===== config.mk =====
export PLATFORM = sky130hd
export DESIGN_NAME = ioix_top
export DESIGN_NICKNAME = d
export VERILOG_FILES = /design/src/inc/ioix_pkg.sv /design/src/ioix_group.sv /design/src/ioix_top.sv
export VERILOG_INCLUDE_DIRS = /design/src /design/src/inc
export SDC_FILE = /design/constraint.sdc
export NUM_CORES = 1
export LEC_CHECK = 0
export ABC_AREA = 1
export BUFFER_PORTS_ARGS = -buffer_cell sky130_fd_sc_hd__buf_2
export CORE_MARGIN = 1
export CORE_UTILIZATION = 29
export CTS_CLUSTER_DIAMETER = 100
export DETAILED_ROUTE_END_ITERATION = 8
export GPL_TIMING_DRIVEN = 0
export PLACE_DENSITY = 0.5
export SLEW_MARGIN = 10
export SYNTH_ARGS = -nofsm -noshare
export SYNTH_HDL_FRONTEND = slang
export SYNTH_SLANG_ARGS = --single-unit

===== constraint.sdc =====
create_clock -name MCLK -period 2.9 [get_ports MCLK]
set_input_delay 0.58 -clock MCLK [delete_from_list [all_inputs] [get_ports MCLK]]
set_output_delay 0.58 -clock MCLK [all_outputs]
set_load 0.005 [all_outputs]

===== src/inc/ioix_consts.svh =====
/*
  offsets, field positions, reset values of the interrupt extender.
  assumes: included by bare name, word-aligned 32-bit apb map.
*/
`ifndef IOIX_CONSTS_SVH
`define IOIX_CONSTS_SVH

`define IOIX_OFS_ENABLE   12'h000
`define IOIX_OFS_STATUS   12'h004
`define IOIX_OFS_CLEAR    12'h008
`define IOIX_OFS_PENDING  12'h00C
`define IOIX_OFS_IRQEN    12'h010
`define IOIX_OFS_IRQSTAT  12'h014
`define IOIX_OFS_IRQCLR   12'h018
`define IOIX_OFS_IDENT    12'h01C

`define IOIX_DATA_LSB     0
`define IOIX_SERV_LSB     8
`define IOIX_ENABLE_RST   16'h0000
`define IOIX_IRQEN_RST    2'b00
`define IOIX_SOURCE_ID    8'h5A
`define IOIX_PRIORITY     4'h3

`endif


===== src/inc/ioix_pkg.sv =====
/*
  types shared by the interrupt extender files.
  assumes: nothing beyond the constants header.
*/
package ioix_pkg;
  typedef logic [15:0] ioix_word_t;
  typedef logic [7:0]  ioix_group_t;
endpackage


===== src/ioix_group.sv =====
/*
  one interrupt group: eight enabled, sticky request latches.
  assumes: inputs already synchronised to clk.
*/
`timescale 1ns/100ps
`default_nettype none
module ioix_group
  import ioix_pkg::*;
#(
  parameter int WIDTH = 8
) (
  input  wire logic             clk,
  input  wire logic             rst_n,
  input  wire logic [WIDTH-1:0] level_in,
  input  wire logic [WIDTH-1:0] enable,
  input  wire logic [WIDTH-1:0] clear,
  output logic      [WIDTH-1:0] latch,
  output logic      [WIDTH-1:0] rise,
  output logic                  req
);
  // elaboration-time refusal: the status map holds eight bits per group
  if (WIDTH < 1 || WIDTH > 8) begin : g_bad_width
    $error("ioix_group width must be 1..8");
  end

  logic [WIDTH-1:0] prev_reg;
  logic [WIDTH-1:0] latch_reg;
  logic [WIDTH-1:0] latch_next;

  // edge, so a stuck-true input can be cleared and stay cleared
  assign rise       = level_in & ~prev_reg & enable;
  // set wins over clear in the same cycle
  assign latch_next = (latch_reg & ~clear) | rise;
  assign latch      = latch_reg;
  assign req        = |latch_reg;

  always_ff @(posedge clk) begin
    if (!rst_n) begin
      prev_reg  <= '0;
      latch_reg <= '0;
    end else begin
      prev_reg  <= level_in;
      latch_reg <= latch_next;
    end
  end
endmodule
`default_nettype wire


===== src/ioix_top.sv =====
/*
  io interrupt extender: two groups of eight sublevels on apb.
  assumes: single 40 MHz clock, async external inputs, apb master.
*/
// The address map and the APB interface to the registers were decided locally.
// What this block does
// - two groups, data and service, eight input sublevels each
// - all sublevels report one shared source id and priority
// - each of sixteen sublevels has its own software enable
// - each request latch cleared alone by software write
// - any enabled input of a group rising raises that group's request
// - data group drives data line, service group drives service line
`timescale 1ns/100ps
`default_nettype none
`include "ioix_consts.svh"
module ioix_top
  import ioix_pkg::*;
(
  input  wire logic        MCLK,
  input  wire logic        RSTN,
  input  wire logic [7:0]  DATA_IN,
  input  wire logic [7:0]  SERV_IN,
  input  wire logic        PSEL,
  input  wire logic        PENABLE,
  input  wire logic        PWRITE,
  input  wire logic [11:0] PADDR,
  input  wire logic [31:0] PWDATA,
  output logic      [31:0] PRDATA,
  output logic             PREADY,
  output logic             PSLVERR,
  output logic             DATA_IRQ,
  output logic             SERV_IRQ,
  output logic             IRQ
);
  // ---------------------------------------------------------------
  // input synchronisers
  // ---------------------------------------------------------------
  ioix_word_t sync1_reg;
  ioix_word_t sync2_reg;
  always_ff @(posedge MCLK) begin
    if (!RSTN) begin
      sync1_reg <= '0;
      sync2_reg <= '0;
    end else begin
      sync1_reg <= {SERV_IN, DATA_IN};
      sync2_reg <= sync1_reg;
    end
  end

  // ---------------------------------------------------------------
  // apb decode
  // ---------------------------------------------------------------
  ioix_word_t  enable_reg;
  logic [1:0]  irqen_reg;
  logic [1:0]  irqstat_reg;
  logic [31:0] prdata_reg;
  logic        pready_reg;
  logic        pslverr_reg;
  wire         access  = PSEL & PENABLE & ~pready_reg;
  wire         wr      = access & PWRITE;
  wire         rd      = access & ~PWRITE;
  wire         hit_en  = PADDR == `IOIX_OFS_ENABLE;
  wire         hit_st  = PADDR == `IOIX_OFS_STATUS;
  wire         hit_cl  = PADDR == `IOIX_OFS_CLEAR;
  wire         hit_pd  = PADDR == `IOIX_OFS_PENDING;
  wire         hit_ie  = PADDR == `IOIX_OFS_IRQEN;
  wire         hit_is  = PADDR == `IOIX_OFS_IRQSTAT;
  wire         hit_ic  = PADDR == `IOIX_OFS_IRQCLR;
  wire         hit_id  = PADDR == `IOIX_OFS_IDENT;
  wire         mapped  = hit_en | hit_st | hit_cl | hit_pd |
                         hit_ie | hit_is | hit_ic | hit_id;
  // clear is write-only; a write of one drops only that latch
  wire ioix_word_t clr_w = (wr && hit_cl) ? PWDATA[15:0] : '0;
  wire [1:0]   iclr_w  = (wr && hit_ic) ? PWDATA[1:0] : 2'b00;

  // ---------------------------------------------------------------
  // sublevel groups
  // ---------------------------------------------------------------
  ioix_group_t data_latch;
  ioix_group_t serv_latch;
  ioix_group_t data_rise;
  ioix_group_t serv_rise;
  logic        data_req;
  logic        serv_req;

  ioix_group #(.WIDTH(8)) u_data (
    .clk      (MCLK),
    .rst_n    (RSTN),
    .level_in (sync2_reg[`IOIX_DATA_LSB +: 8]),
    .enable   (enable_reg[`IOIX_DATA_LSB +: 8]),
    .clear    (clr_w[`IOIX_DATA_LSB +: 8]),
    .latch    (data_latch),
    .rise     (data_rise),
    .req      (data_req)
  );

  ioix_group #(.WIDTH(8)) u_serv (
    .clk      (MCLK),
    .rst_n    (RSTN),
    .level_in (sync2_reg[`IOIX_SERV_LSB +: 8]),
    .enable   (enable_reg[`IOIX_SERV_LSB +: 8]),
    .clear    (clr_w[`IOIX_SERV_LSB +: 8]),
    .latch    (serv_latch),
    .rise     (serv_rise),
    .req      (serv_req)
  );

  wire ioix_word_t status_w  = {serv_latch, data_latch};
  wire ioix_word_t pending_w = status_w & enable_reg;
  // one identity for every sublevel: the host tells them apart by reading status
  wire [31:0]  ident_w   = {20'h0_0000, `IOIX_PRIORITY,
                            `IOIX_SOURCE_ID};
  wire [1:0]   ev_w      = {|serv_rise, |data_rise};
  wire [1:0]   istat_nx  = (irqstat_reg & ~iclr_w) | ev_w;

  wire [31:0]  rmux_w =
      hit_en ? {16'h0000, enable_reg} :
      hit_st ? {16'h0000, status_w} :
      hit_pd ? {16'h0000, pending_w} :
      hit_ie ? {30'h0000_0000, irqen_reg} :
      hit_is ? {30'h0000_0000, irqstat_reg} :
      hit_id ? ident_w : 32'h0000_0000;

  // ---------------------------------------------------------------
  // registers
  // ---------------------------------------------------------------
  always_ff @(posedge MCLK) begin
    if (!RSTN) begin
      enable_reg  <= `IOIX_ENABLE_RST;
      irqen_reg   <= `IOIX_IRQEN_RST;
      irqstat_reg <= 2'b00;
    end else begin
      if (wr && hit_en) begin
        enable_reg <= PWDATA[15:0];
      end
      if (wr && hit_ie) begin
        irqen_reg <= PWDATA[1:0];
      end
      irqstat_reg <= istat_nx;
    end
  end

  // one wait state: ready rises the cycle after penable
  always_ff @(posedge MCLK) begin
    if (!RSTN) begin
      pready_reg  <= 1'b0;
      pslverr_reg <= 1'b0;
      prdata_reg  <= 32'h0000_0000;
    end else begin
      pready_reg  <= access;
      pslverr_reg <= access & ~mapped;
      prdata_reg  <= rd ? rmux_w : 32'h0000_0000;
    end
  end

  // ---------------------------------------------------------------
  // party lines and interrupt output
  // ---------------------------------------------------------------
  logic data_irq_reg;
  logic serv_irq_reg;
  logic irq_reg;
  always_ff @(posedge MCLK) begin
    if (!RSTN) begin
      data_irq_reg <= 1'b0;
      serv_irq_reg <= 1'b0;
      irq_reg      <= 1'b0;
    end else begin
      data_irq_reg <= data_req;
      serv_irq_reg <= serv_req;
      irq_reg      <= |(istat_nx & irqen_reg);
    end
  end

  assign PRDATA   = prdata_reg;
  assign PREADY   = pready_reg;
  assign PSLVERR  = pslverr_reg;
  assign DATA_IRQ = data_irq_reg;
  assign SERV_IRQ = serv_irq_reg;
  assign IRQ      = irq_reg;
endmodule
`default_nettype wire


After elaboration in Yosys (flattened, before gate mapping)

Index checks and enable logic that the tools add are counted.

Eq/ne operators: 7
Bitwise operators: 34
Reductions and logical operators: 12
Mux-type cells: 8

Operator list:

| cell                                                             | count |
|---|---|
| 16-bit two-way mux                                               | 4 |
| 8-bit bitwise AND                                                | 6 |
| 12-bit by 5-bit == test with 1-bit output, second input constant | 4 |
| 8-bit inverter                                                   | 4 |
| 8-bit OR reduction                                               | 4 |
| 10-bit two-way mux                                               | 3 |
| 12-bit by 4-bit == test with 1-bit output, second input constant | 2 |
| 16-bit bitwise AND                                               | 1 |
| 8-bit bitwise OR                                                 | 2 |
| 12-bit by 3-bit == test with 1-bit output, second input constant | 1 |
| 12-bit zero test                                                 | 1 |
| 1-bit bitwise OR                                                 | 7 |
| 7-bit OR reduction                                               | 1 |
| 1-bit bitwise AND                                                | 5 |
| 1-bit inverter                                                   | 5 |
| 2-bit bitwise AND                                                | 2 |
| 1-bit logical AND                                                | 4 |
| 2-bit two-way mux                                                | 1 |
| 2-bit inverter                                                   | 1 |
| 2-bit bitwise OR                                                 | 1 |
| 2-bit AND reduction                                              | 1 |
| 2-bit OR reduction                                               | 1 |

Input port bits: 65
Output and inout bits: 37
Word-level logic and storage cells: 77
Register bits after elaboration: 121

Depth between registers and ports, before layout

Gate-level depths: netlist (run 1).

Depth in word-level cells: 10
Gate-level depth with buffers: 10
Mapped depth without buffers: 10

Hierarchy

Synthesis (run 1) repeated with hierarchy kept, for this count alone.

Cells, all modules: 587
Area, all modules: 4294.1 um^2

Modules (own cells, without submodules):

| module     | sequential area each (um^2) | area an instance (um^2) | times used | cells an instance |
|---|---|---|---|---|
| ioix_top   | 1461.4                      | 2990.4                  | 1          | 413 |
| ioix_group | 320.3                       | 651.9                   | 2          | 87 |

Worst setup path after synthesis (run 1)

Ideal clock, no wire load.

Kind: input port to flip-flop
Start: input PADDR[11]
End: register enable_reg[8]
Buffers on the path: 2
Data required time: 2.783 ns
Cell stages on the path: 8
Arrival time: 1.492 ns
Slack: 1.291 ns
Setup time: 0.117 ns
Path through: nor2_1 > nand2_2 > nor2_2 > buf_6 > nand3_4 > buf_6 > o21ai_1 > a21oi_1

Word-level cells in the longest chain between the ends: 2

RTL lines:

| item                       | RTL line        | RTL |
|---|---|---|
| start, declared            | ioix_top.sv:26  | `input wire logic [11:0] PADDR,` |
| 12-bit zero test (no line) | -               |  |
| 1-bit logical AND          | ioix_top.sv:133 | `if (wr && hit_en) begin` |
| end signal, assigned       | ioix_top.sv:129 | `` enable_reg <= `IOIX_ENABLE_RST; `` |
| end signal, assigned       | ioix_top.sv:134 | `enable_reg <= PWDATA[15:0];` |
| end, declared              | ioix_top.sv:53  | `ioix_word_t enable_reg;` |

Every way passes these cells.
A chain may end at the register's enable or synchronous reset.

Worst setup path after layout (run 1)

Start: input PADDR[7]
End: register u_data.latch_reg[0] (netlist: u_data.latch[0])

Word-level cells in the longest chain between the ends: 6

RTL lines:

| item                                                | RTL line         | RTL |
|---|---|---|
| 12-bit by 4-bit == test with 1-bit output (no line) | -                |  |
| 1-bit logical AND                                   | ioix_top.sv:73   | `wire ioix_word_t clr_w = (wr && hit_cl) ? PWDATA[15:0] : '0;` |
| 16-bit two-way mux                                  | ioix_top.sv:73   |  |
| 8-bit inverter                                      | ioix_group.sv:33 | `assign latch_next = (latch_reg & ~clear) \| rise;` |
| 8-bit bitwise AND                                   | ioix_group.sv:33 |  |
| 8-bit bitwise OR                                    | ioix_group.sv:33 |  |
| end signal, assigned                                | ioix_group.sv:43 | `latch_reg <= latch_next;` |
| end, declared                                       | ioix_group.sv:27 | `logic [WIDTH-1:0] latch_reg;` |

Every way passes these cells.

==> flow_summary.toml, run 1 <==
[status]
status = "completed"

[logic_synthesis]
ys.flop_type = "dfxtp_1"
synthTopCellsByArea = "dfxtp_1 52%, inv_1 9.2%, nand2_1 8.4%"
synthCells = 517
yosysTopAreaCell = "dfxtp_1"
yosysSeqAreaShare_pct = 52.00
synth_edf_count = 0
netlist_area_um2 = 4043
synth_most_common_cell = "dfxtp_1"
synthArstFlopShare_pct = 0
synthTopCellsByCount = "105 x dfxtp_1, 99 x inv_1, 90 x nand2_1"
ys_types = 25
ys_warn_count = 0
yosysTopAreaCellShare_pct = 52.00
synth.avg_cell_area_um2 = 7.819
synth_seq_cells = 105

[detailed_routing]
routed_wl_um = 9085
drc = 0
drtIter0Drc = 153
viasPerCell = 4.063
ant_nets = 0
dr.pass1.iters = 4
via_count = 3218
routedWlPerCell_um = 11.47

[layout]
final_core_util_pct = 37.00
area_growth_syn_to_layout_pct = 22.66
num-fill-cells = 1428
final_layout_size_suffix_gt1_share_pct = 20.29
antenna_cells = 0
final_net_count = 676

[clock_network]
clk_pin_slew_worst_paths_ns = 0.06
cts_hold_buffers = 0
cts-root-buf = "clkbuf_16"
cts_tree = "yes"
cts_resized = 0
htree_levels = 3
numCtsBuffers = 9
clock_sinks = 105
clk_path_buf_depth = 2
clk-insertion-delay-late_ns = 0.34
postCtsSetupBuffers = 0

[global_routing]
grt_overflow = 0
antenna_found_initial = 0
grt_max_degree = 17
grt_pass1_wl_um = 15130
grt_pass1_vias = 3244
track_usage_pct = 13.65

[floorplanning]
fp.dieH_um = 120.1
ios = 102
initial_core_util_pct = 30.17
rows = 42
fp.dieArea_um2 = 14420
core_um2 = 13400
die_w_um = 120.1

[setup_path]
path_depth = 8
worstPathCellList = "buf_2, nor2_2, nand3_2, nor2_2, nand3_1, clkbuf_2, o21ai_0, a21oi_1"
path_max_fanout = 10
max_stage_delay_ns = 0.30
crit_required_ns = 3.10
arrival_ns = 1.97
rrSetupSlack_ns = 1.23
reg2reg_depth = 7
endpoint_kind = "flop"
critPathLaunchType = "input pin"
critPathBufInv = 2
crit_top_cell = "nor2_2"
cp_slowest_cell = "nand3_1"
path_class = "in2reg"
crit_family = "simple AND/OR/NAND/NOR gates"

[timing]
post-route-worst-setup-slack_ns = 1.130
slew_violations = 0
setup_viol = 0
tightestPinTransition_ns = 0.5815
maxClockFrequency_mhz = 564.9
slew_headroom_pct = 61.24
layout_min_cycle_time_ns = 1.770
final.period_utilization_pct = 61.05
rsz0062_at_grt = "no"
tns_ns = 0
hold_viol_final = 0
clock_skew_ns = 0.008577

[place]
gp_congestion = 0.8214
dp_hpwl_um = 7164
io_buffer_count = 68
preCtsSetupSlack_ns = 0.7845

[min_path]
min_path_cells = 2
hp-class = "reg2reg"

[pwr]
power_frac_comb_pct = 5.1
switchingPower_uw = 620.8
ir_drop_mv = 0.2760
p_int_mw = 2.225
p_leak_nw = 2.567
powerDensity_nw_per_um2 = 573.9
clkPwrFrac_pct = 43.0
seqPwrFrac_pct = 51.9
totalPowerFinal_mw = 2.846
power.share.switching_pct = 21.81

[job]
drv_cap = 0
==> placed cells by master, fill, tap and decap left out, types with 12 or more instances in the layout <==
cell	synthesis	routed
a21oi_1	54	54
buf_2	4	72
buf_4	18	18
conb_1	1	16
dfxtp_1	105	105
inv_1	99	99
nand2_1	90	90
nand3_1	22	22
nand4_1	12	12
nor2_1	33	33
o21ai_0	36	36
==> worst paths after layout <==
| kind | from | end |
|---|---|---|
| max | PADDR[7] | u_data.latch[0]$_SDFF_PN0_ |
| max reg2reg | PREADY$_SDFF_PN0_ | u_data.latch[0]$_SDFF_PN0_ |
| min reg2reg | sync1_reg[6]$_SDFF_PN0_ | sync2_reg[6]$_SDFF_PN0_ |
| min | sync1_reg[6]$_SDFF_PN0_ | sync2_reg[6]$_SDFF_PN0_ |
==> area by class of cell <==
class                      count  area, um2  share of cell area [%]
tap                          176      220.2                   4.441
clock buffer                  12      246.5                   4.971
buffer                        35      235.2                   4.744
inverter                     100      375.4                   7.570
timing repair buffer          68      340.3                   6.863
sequential                   105       2102                   42.39
multi-input combinational    292       1386                   27.96
clock inverter                 4      52.55                   1.060
==> worst reg2reg max path, stage by stage (launching register included) <==
cell,delay (ns)
dfxtp_1,0.31
inv_1,0.04
nand3_1,0.13
nor2_4,0.19
nand3_1,0.31
clkbuf_2,0.29
o21ai_0,0.19
a21oi_1,0.08
==> logic make-up (layout without fill, tap and decap cells) <==
logic type / after synthesis / count (layout) / synth area share (%)
other cells: 1 / 16 / 0.09276
buf+inv: 135 / 219 / 15.10
simple gates: 172 / 172 / 19.56
flops: 105 / 105 / 52.00
compound gates: 104 / 104 / 13.25
==> power groups by stage <==
stage                     Combinational [mW]  Clock [mW]  Sequential (mW)
after detailed placement               0.146           0             1.51
after global routing                   0.165        1.31             1.48
after global placement                 0.143           0             1.51
after floorplan                       0.0847           0             1.51
after CTS                              0.146        1.25             1.48
final                                  0.144        1.22             1.48
==> metal layers <==
layer,up-vias,GRT usage (%),part of all wire (%)
met5,-,0,0
met4,0,8.594,3.1
met3,16,2.662,5.3
met2,110,21.59,44
met1,1325,16.97,48
li1,1767,-,-
==> metrics by stage <==
stage | hold WS (ns) | instances | area (um2)
floorplan | 0.3905 | 532 | 4099
global placement | 0.3971 | 776 | 4659
detailed placement | 0.3997 | 776 | 4659
CTS | 0.4080 | 792 | 4959
global route | 0.4176 | 792 | 4959
finish | 0.4145 | 792 | 4959
Note: power is estimated with default switching activity, not from simulation.
==> inputs of run 2 (changes only) <==
PLACE_DENSITY = 0.52   (was 0.5)
clock period = 1.6 ns   (was 2.9 ns; I/O delays follow)
==> run 2 against run 1 <==
  * Largest cell class unchanged
  * Clock skew down 0.00091 ns
  * Largest power group unchanged
  * Die area did not move
  * Core utilization did not move
  * Wire length is essentially flat
==> flow_summary.toml, run 2 (synthesis gave the netlist of run 1 again) <==
[status]
status = "completed"

[min_path]
hold_end = "sync1_reg[14]$_SDFF_PN0_"
min_from = "SERV_IN[6]"
hp-class = "in2reg"
min_path_cells = 3

[clock_network]
numCtsBuffers = 9
clk_pin_slew_worst_paths_ns = 0.07
cts_hold_buffers = 0
clk_path_buf_depth = 2
clk-insertion-delay-late_ns = 0.35
cts_tree = "yes"
cts-root-buf = "clkbuf_16"
htree_levels = 3
clock_sinks = 105

[timing]
slew_violations = 0
tightestPinTransition_ns = 0.5747
post-route-worst-setup-slack_ns = 0.1189
slew_headroom_pct = 61.69
maxClockFrequency_mhz = 675.2
hold_viol_final = 0
layout_min_cycle_time_ns = 1.481
final.period_utilization_pct = 92.57
setup_viol = 0
fin_hold_ws_ns = 0.1531
clock_skew_ns = 0.007663

[setup_path]
arrival_ns = 1.70
worstPathCellList = "inv_1, nand3_1, nor2_4, nand3_2, buf_2, o21ai_0, a21oi_1"
r2r-start = "PREADY$_SDFF_PN0_"
max_stage_delay_ns = 0.31
endpoint_kind = "flop"
path_class = "reg2reg"
r2r_end = "u_data.latch[6]$_SDFF_PN0_"
crit_required_ns = 1.82
critPathLaunchType = "flop"
rrSetupSlack_ns = 0.12
critPathBufInv = 2
crit_family = "simple AND/OR/NAND/NOR gates"
cp_slowest_cell = "dfxtp_1"
reg2reg_depth = 7
path_max_fanout = 10

[detailed_routing]
routed_wl_um = 9077
dr.pass1.iters = 4
viasPerCell = 4.034
drc = 0
via_count = 3195
drtIter0Drc = 186
ant_nets = 0
routedWlPerCell_um = 11.46

[floorplanning]
ios = 102
fp.dieArea_um2 = 14420
rows = 42
core_um2 = 13400
fp.dieH_um = 120.1
initial_core_util_pct = 30.17
die_w_um = 120.1

[layout]
final_net_count = 677
layout_common_cells = "105 x dfxtp_1, 99 x inv_1, 90 x nand2_1"
final_common_cell = "dfxtp_1"
final_layout_size_suffix_gt1_share_pct = 20.45
antenna_cells = 0
area_growth_syn_to_layout_pct = 22.66

[pwr]
ir_drop_mv = 0.5056
p_leak_nw = 2.556
totalPowerFinal_mw = 5.100
powerDensity_nw_per_um2 = 1029

[global_routing]
track_usage_pct = 13.67
antenna_found_initial = 0
grt_overflow = 0
grt_max_degree = 17
grt_pass1_wl_um = 14950
grt_pass1_vias = 3152

[place]
io_buffer_count = 68
preCtsSetupSlack_ns = -0.2518
dp_hpwl_um = 7164
gp_congestion = 0.8070

[job]
drv_cap = 0
==> run 2: area by class of cell <==
class | instances | area [um2]
clock buffers | 11 | 232.7
plain buffers | 35 | 235.2
inverters | 100 | 375.4
flip-flops and latches | 105 | 2102
repair buffers | 69 | 347.8
multi-input cells | 292 | 1391
well taps | 176 | 220.2
clock inverters | 4 | 53.80
fillers | 1431 | 8442
==> run 2: tightest hold or removal path: stages <==
cell and delay [ns]:
buf_2 0.07, nand2_1 0.04, inv_1 0.04
==> run 2: power breakdown <==
part,internal [mW],total [mW],switching (mW)
sequential,2.66,2.68,0.0168
combinational,0.111,0.262,0.152
clock,1.21,2.16,0.947
==> run 2: worst max path at each step <==
stage	start	to	slack, ns	cells after the start
after floorplan	PADDR[11]	enable_reg[8]$_SDFFE_PN0P_	0.25	8
after global placement	PADDR[7]	u_data.latch[6]$_SDFF_PN0_	-0.21	8
after detailed placement	PADDR[7]	u_data.latch[6]$_SDFF_PN0_	-0.25	8
after CTS	PREADY$_SDFF_PN0_	u_data.latch[6]$_SDFF_PN0_	0.04	7
after global routing	PREADY$_SDFF_PN0_	u_data.latch[3]$_SDFF_PN0_	-0.001	7
final	PREADY$_SDFF_PN0_	u_data.latch[6]$_SDFF_PN0_	0.12	7
==> run 2: repair_timing <==
action,4_1_cts,5_1_grt
resized for setup,1,1
setup endpoints to repair,10,13
setup buffers,0,1
pin swaps,0,1
==> run 2: metrics by stage <==
stage               cell area [um2]  utilization (%)   TNS (ns)  instances
floorplan                      4099                -          0        532
global placement               4659            34.77     -2.025        776
detailed placement             4659            34.77     -2.652        776
CTS                            4951            36.95          0        791
global route                   4959            37.00  -0.001457        792
finish                         4959            37.00          0        792
==> run 2: per-layer routing <==
| metal | global-route usage [%] | share of wire (%) | up-vias |
|---|---|---|---|
| met5 | 0 | 0 | - |
| met4 | 8.750 | 3.0 | 0 |
| met3 | 2.471 | 4.8 | 17 |
| met2 | 22.77 | 45 | 79 |
| met1 | 16.12 | 47 | 1324 |
| li1 | - | - | 1775 |
==> inputs of run 3 (changes only) <==
--- a/config.mk
+++ b/config.mk
@@ -15,2 +15,3 @@
 export GPL_TIMING_DRIVEN = 0
+export MAX_ROUTING_LAYER = met4
 export PLACE_DENSITY = 0.52
==> constraint.sdc (replaced) <==
create_clock -name MCLK -period 1.6 [get_ports MCLK]
set_input_delay 0.16 -clock MCLK [delete_from_list [all_inputs] [get_ports MCLK]]
set_output_delay 0.16 -clock MCLK [all_outputs]
set_load 0.005 [all_outputs]
==> run 3 against run 2 <==
  * Clock skew rose by 0.0022 ns
  * Power increased by 6.1%
  * Design area increased by 4.2%
  * First-iteration DRC count is 21% lower
  * Largest cell class unchanged
  * Highest routed layer unchanged
==> flow_summary.toml, run 3 (synthesis gave the netlist of run 1 again) <==
[status]
status = "completed"

[layout]
num-fill-cells = 1395
fin_cells = 808
final_common_cell = "dfxtp_1"
final_layout_size_suffix_gt1_share_pct = 20.41
final_core_util_pct = 38.56
antenna_cells = 0
area_growth_syn_to_layout_pct = 27.82
final_net_count = 692
layout_common_cells = "105 x dfxtp_1, 99 x inv_1, 90 x nand2_1"

[timing]
layout_min_cycle_time_ns = 1.450
post-route-worst-setup-slack_ns = 0.1504
maxClockFrequency_mhz = 689.9
hold_viol_final = 0
slew_violations = 0
setup_viol = 0
final.period_utilization_pct = 90.60
tightestPinTransition_ns = 0.5597
clock_skew_ns = 0.009823
rsz0062_at_grt = "no"
slew_headroom_pct = 62.69
tns_ns = 0

[setup_path]
path_class = "reg2reg"
max_stage_delay_ns = 0.32
cp_slowest_cell = "dfxtp_1"
crit_top_cell = "inv_1"
critPathLaunchType = "flop"
worstPathCellList = "inv_1, nand3_1, nor2_2, inv_1, nor2_4, buf_2, o21ai_0, a21oi_1"
crit_required_ns = 1.87
arrival_ns = 1.72
path_max_fanout = 10
endpoint_kind = "flop"

[floorplanning]
fp.dieArea_um2 = 14420
rows = 42
core_um2 = 13400
die_w_um = 120.1
fp.dieH_um = 120.1
ios = 102
initial_core_util_pct = 30.17

[clock_network]
clk-insertion-delay-late_ns = 0.35
clk_pin_slew_worst_paths_ns = 0.07
clock_sinks = 105
cts-root-buf = "clkbuf_16"
htree_levels = 3
numCtsBuffers = 9
clk_path_buf_depth = 2
cts_tree = "yes"

[detailed_routing]
viasPerCell = 4.046
via_count = 3269
routed_wl_um = 9130
drtIter0Drc = 147
dr.pass1.iters = 4
ant_nets = 0
drc = 0
routedWlPerCell_um = 11.30

[place]
io_buffer_count = 68
gp_congestion = 0.8207
dp_hpwl_um = 7223
placed_cells = 776
preCtsSetupSlack_ns = -0.08994

[min_path]
hp-class = "in2reg"

[global_routing]
track_usage_pct = 14.19
met2_usage_pct = 23.17
gr-usage-met1_pct = 16.42
met3_usage_pct = 2.614
grt_max_degree = 19
grt_overflow = 0
grt_pass1_vias = 3250
top_usage_layer = "met2"
grt_pass1_wl_um = 15130
antenna_found_initial = 0

[pwr]
ir_drop_mv = 0.5914
p_leak_nw = 2.650
totalPowerFinal_mw = 5.412
powerDensity_nw_per_um2 = 1047

[job]
drv_cap = 0
run 3: worst paths after layout:
kind	slack, ns	startpoint	endpoint	depth (start not counted)
setup / recovery	0.15	PREADY$_SDFF_PN0_	PRDATA[3]$_SDFF_PN0_	8
hold / removal	0.005	SERV_IN[7]	sync1_reg[15]$_SDFF_PN0_	3
setup reg to reg	0.15	PREADY$_SDFF_PN0_	PRDATA[3]$_SDFF_PN0_	8
hold reg to reg	0.41	sync1_reg[14]$_SDFF_PN0_	sync2_reg[14]$_SDFF_PN0_	2
run 3: layer usage:
layer  vias to the layer above  part of all wire (%)
met4                         0                   2.7
met3                        18                   4.4
met2                        95                    47
li1                       1802                     -
met1                      1354                    46
met5                         -                     0
run 3: timing repair:
action                                 CTS  global route
hold buffers                            15             0
setup buffers                            0             1
resized for setup                        1             2
setup endpoints to repair               10            11
endpoints found under the hold margin   15             0
pin swaps                                0             1
run 3: worst max-delay path, delay by kind of cell (launching register included):
family / cells / cell delay, ns
AOI/OAI and AO/OA: 2 / 0.25
DFF: 1 / 0.32
and+or+nand+nor: 3 / 0.43
buffers and inverters: 3 / 0.38
run 3: layout make-up:
type / count / area, um2 / share of cell area, %
Sequential cell: 105 / 2102 / 40.68
Multi-Input combinational cell: 292 / 1399 / 27.07
Timing Repair Buffer: 84 / 498.0 / 9.637
Inverter: 100 / 375.4 / 7.264
Clock buffer: 10 / 239.0 / 4.625
Buffer: 35 / 235.2 / 4.552
Tap cell: 176 / 220.2 / 4.261
Clock inverter: 6 / 98.84 / 1.913
run 3: power by group:
part,switching [mW],internal [mW],leakage [nW]
Combinational,0.157,0.134,1.63
Clock,1.00,1.44,0.163
Sequential,0.0166,2.66,0.854
run 3: stage by stage:
step,instance area [um2],hold WS [ns]
2_1_floorplan,4099,0.2576
3_3_place_gp,4659,0.3447
3_5_place_dp,4659,0.3466
4_1_cts,5152,0.002071
5_1_grt,5167,0.01258
6_report,5167,0.005300
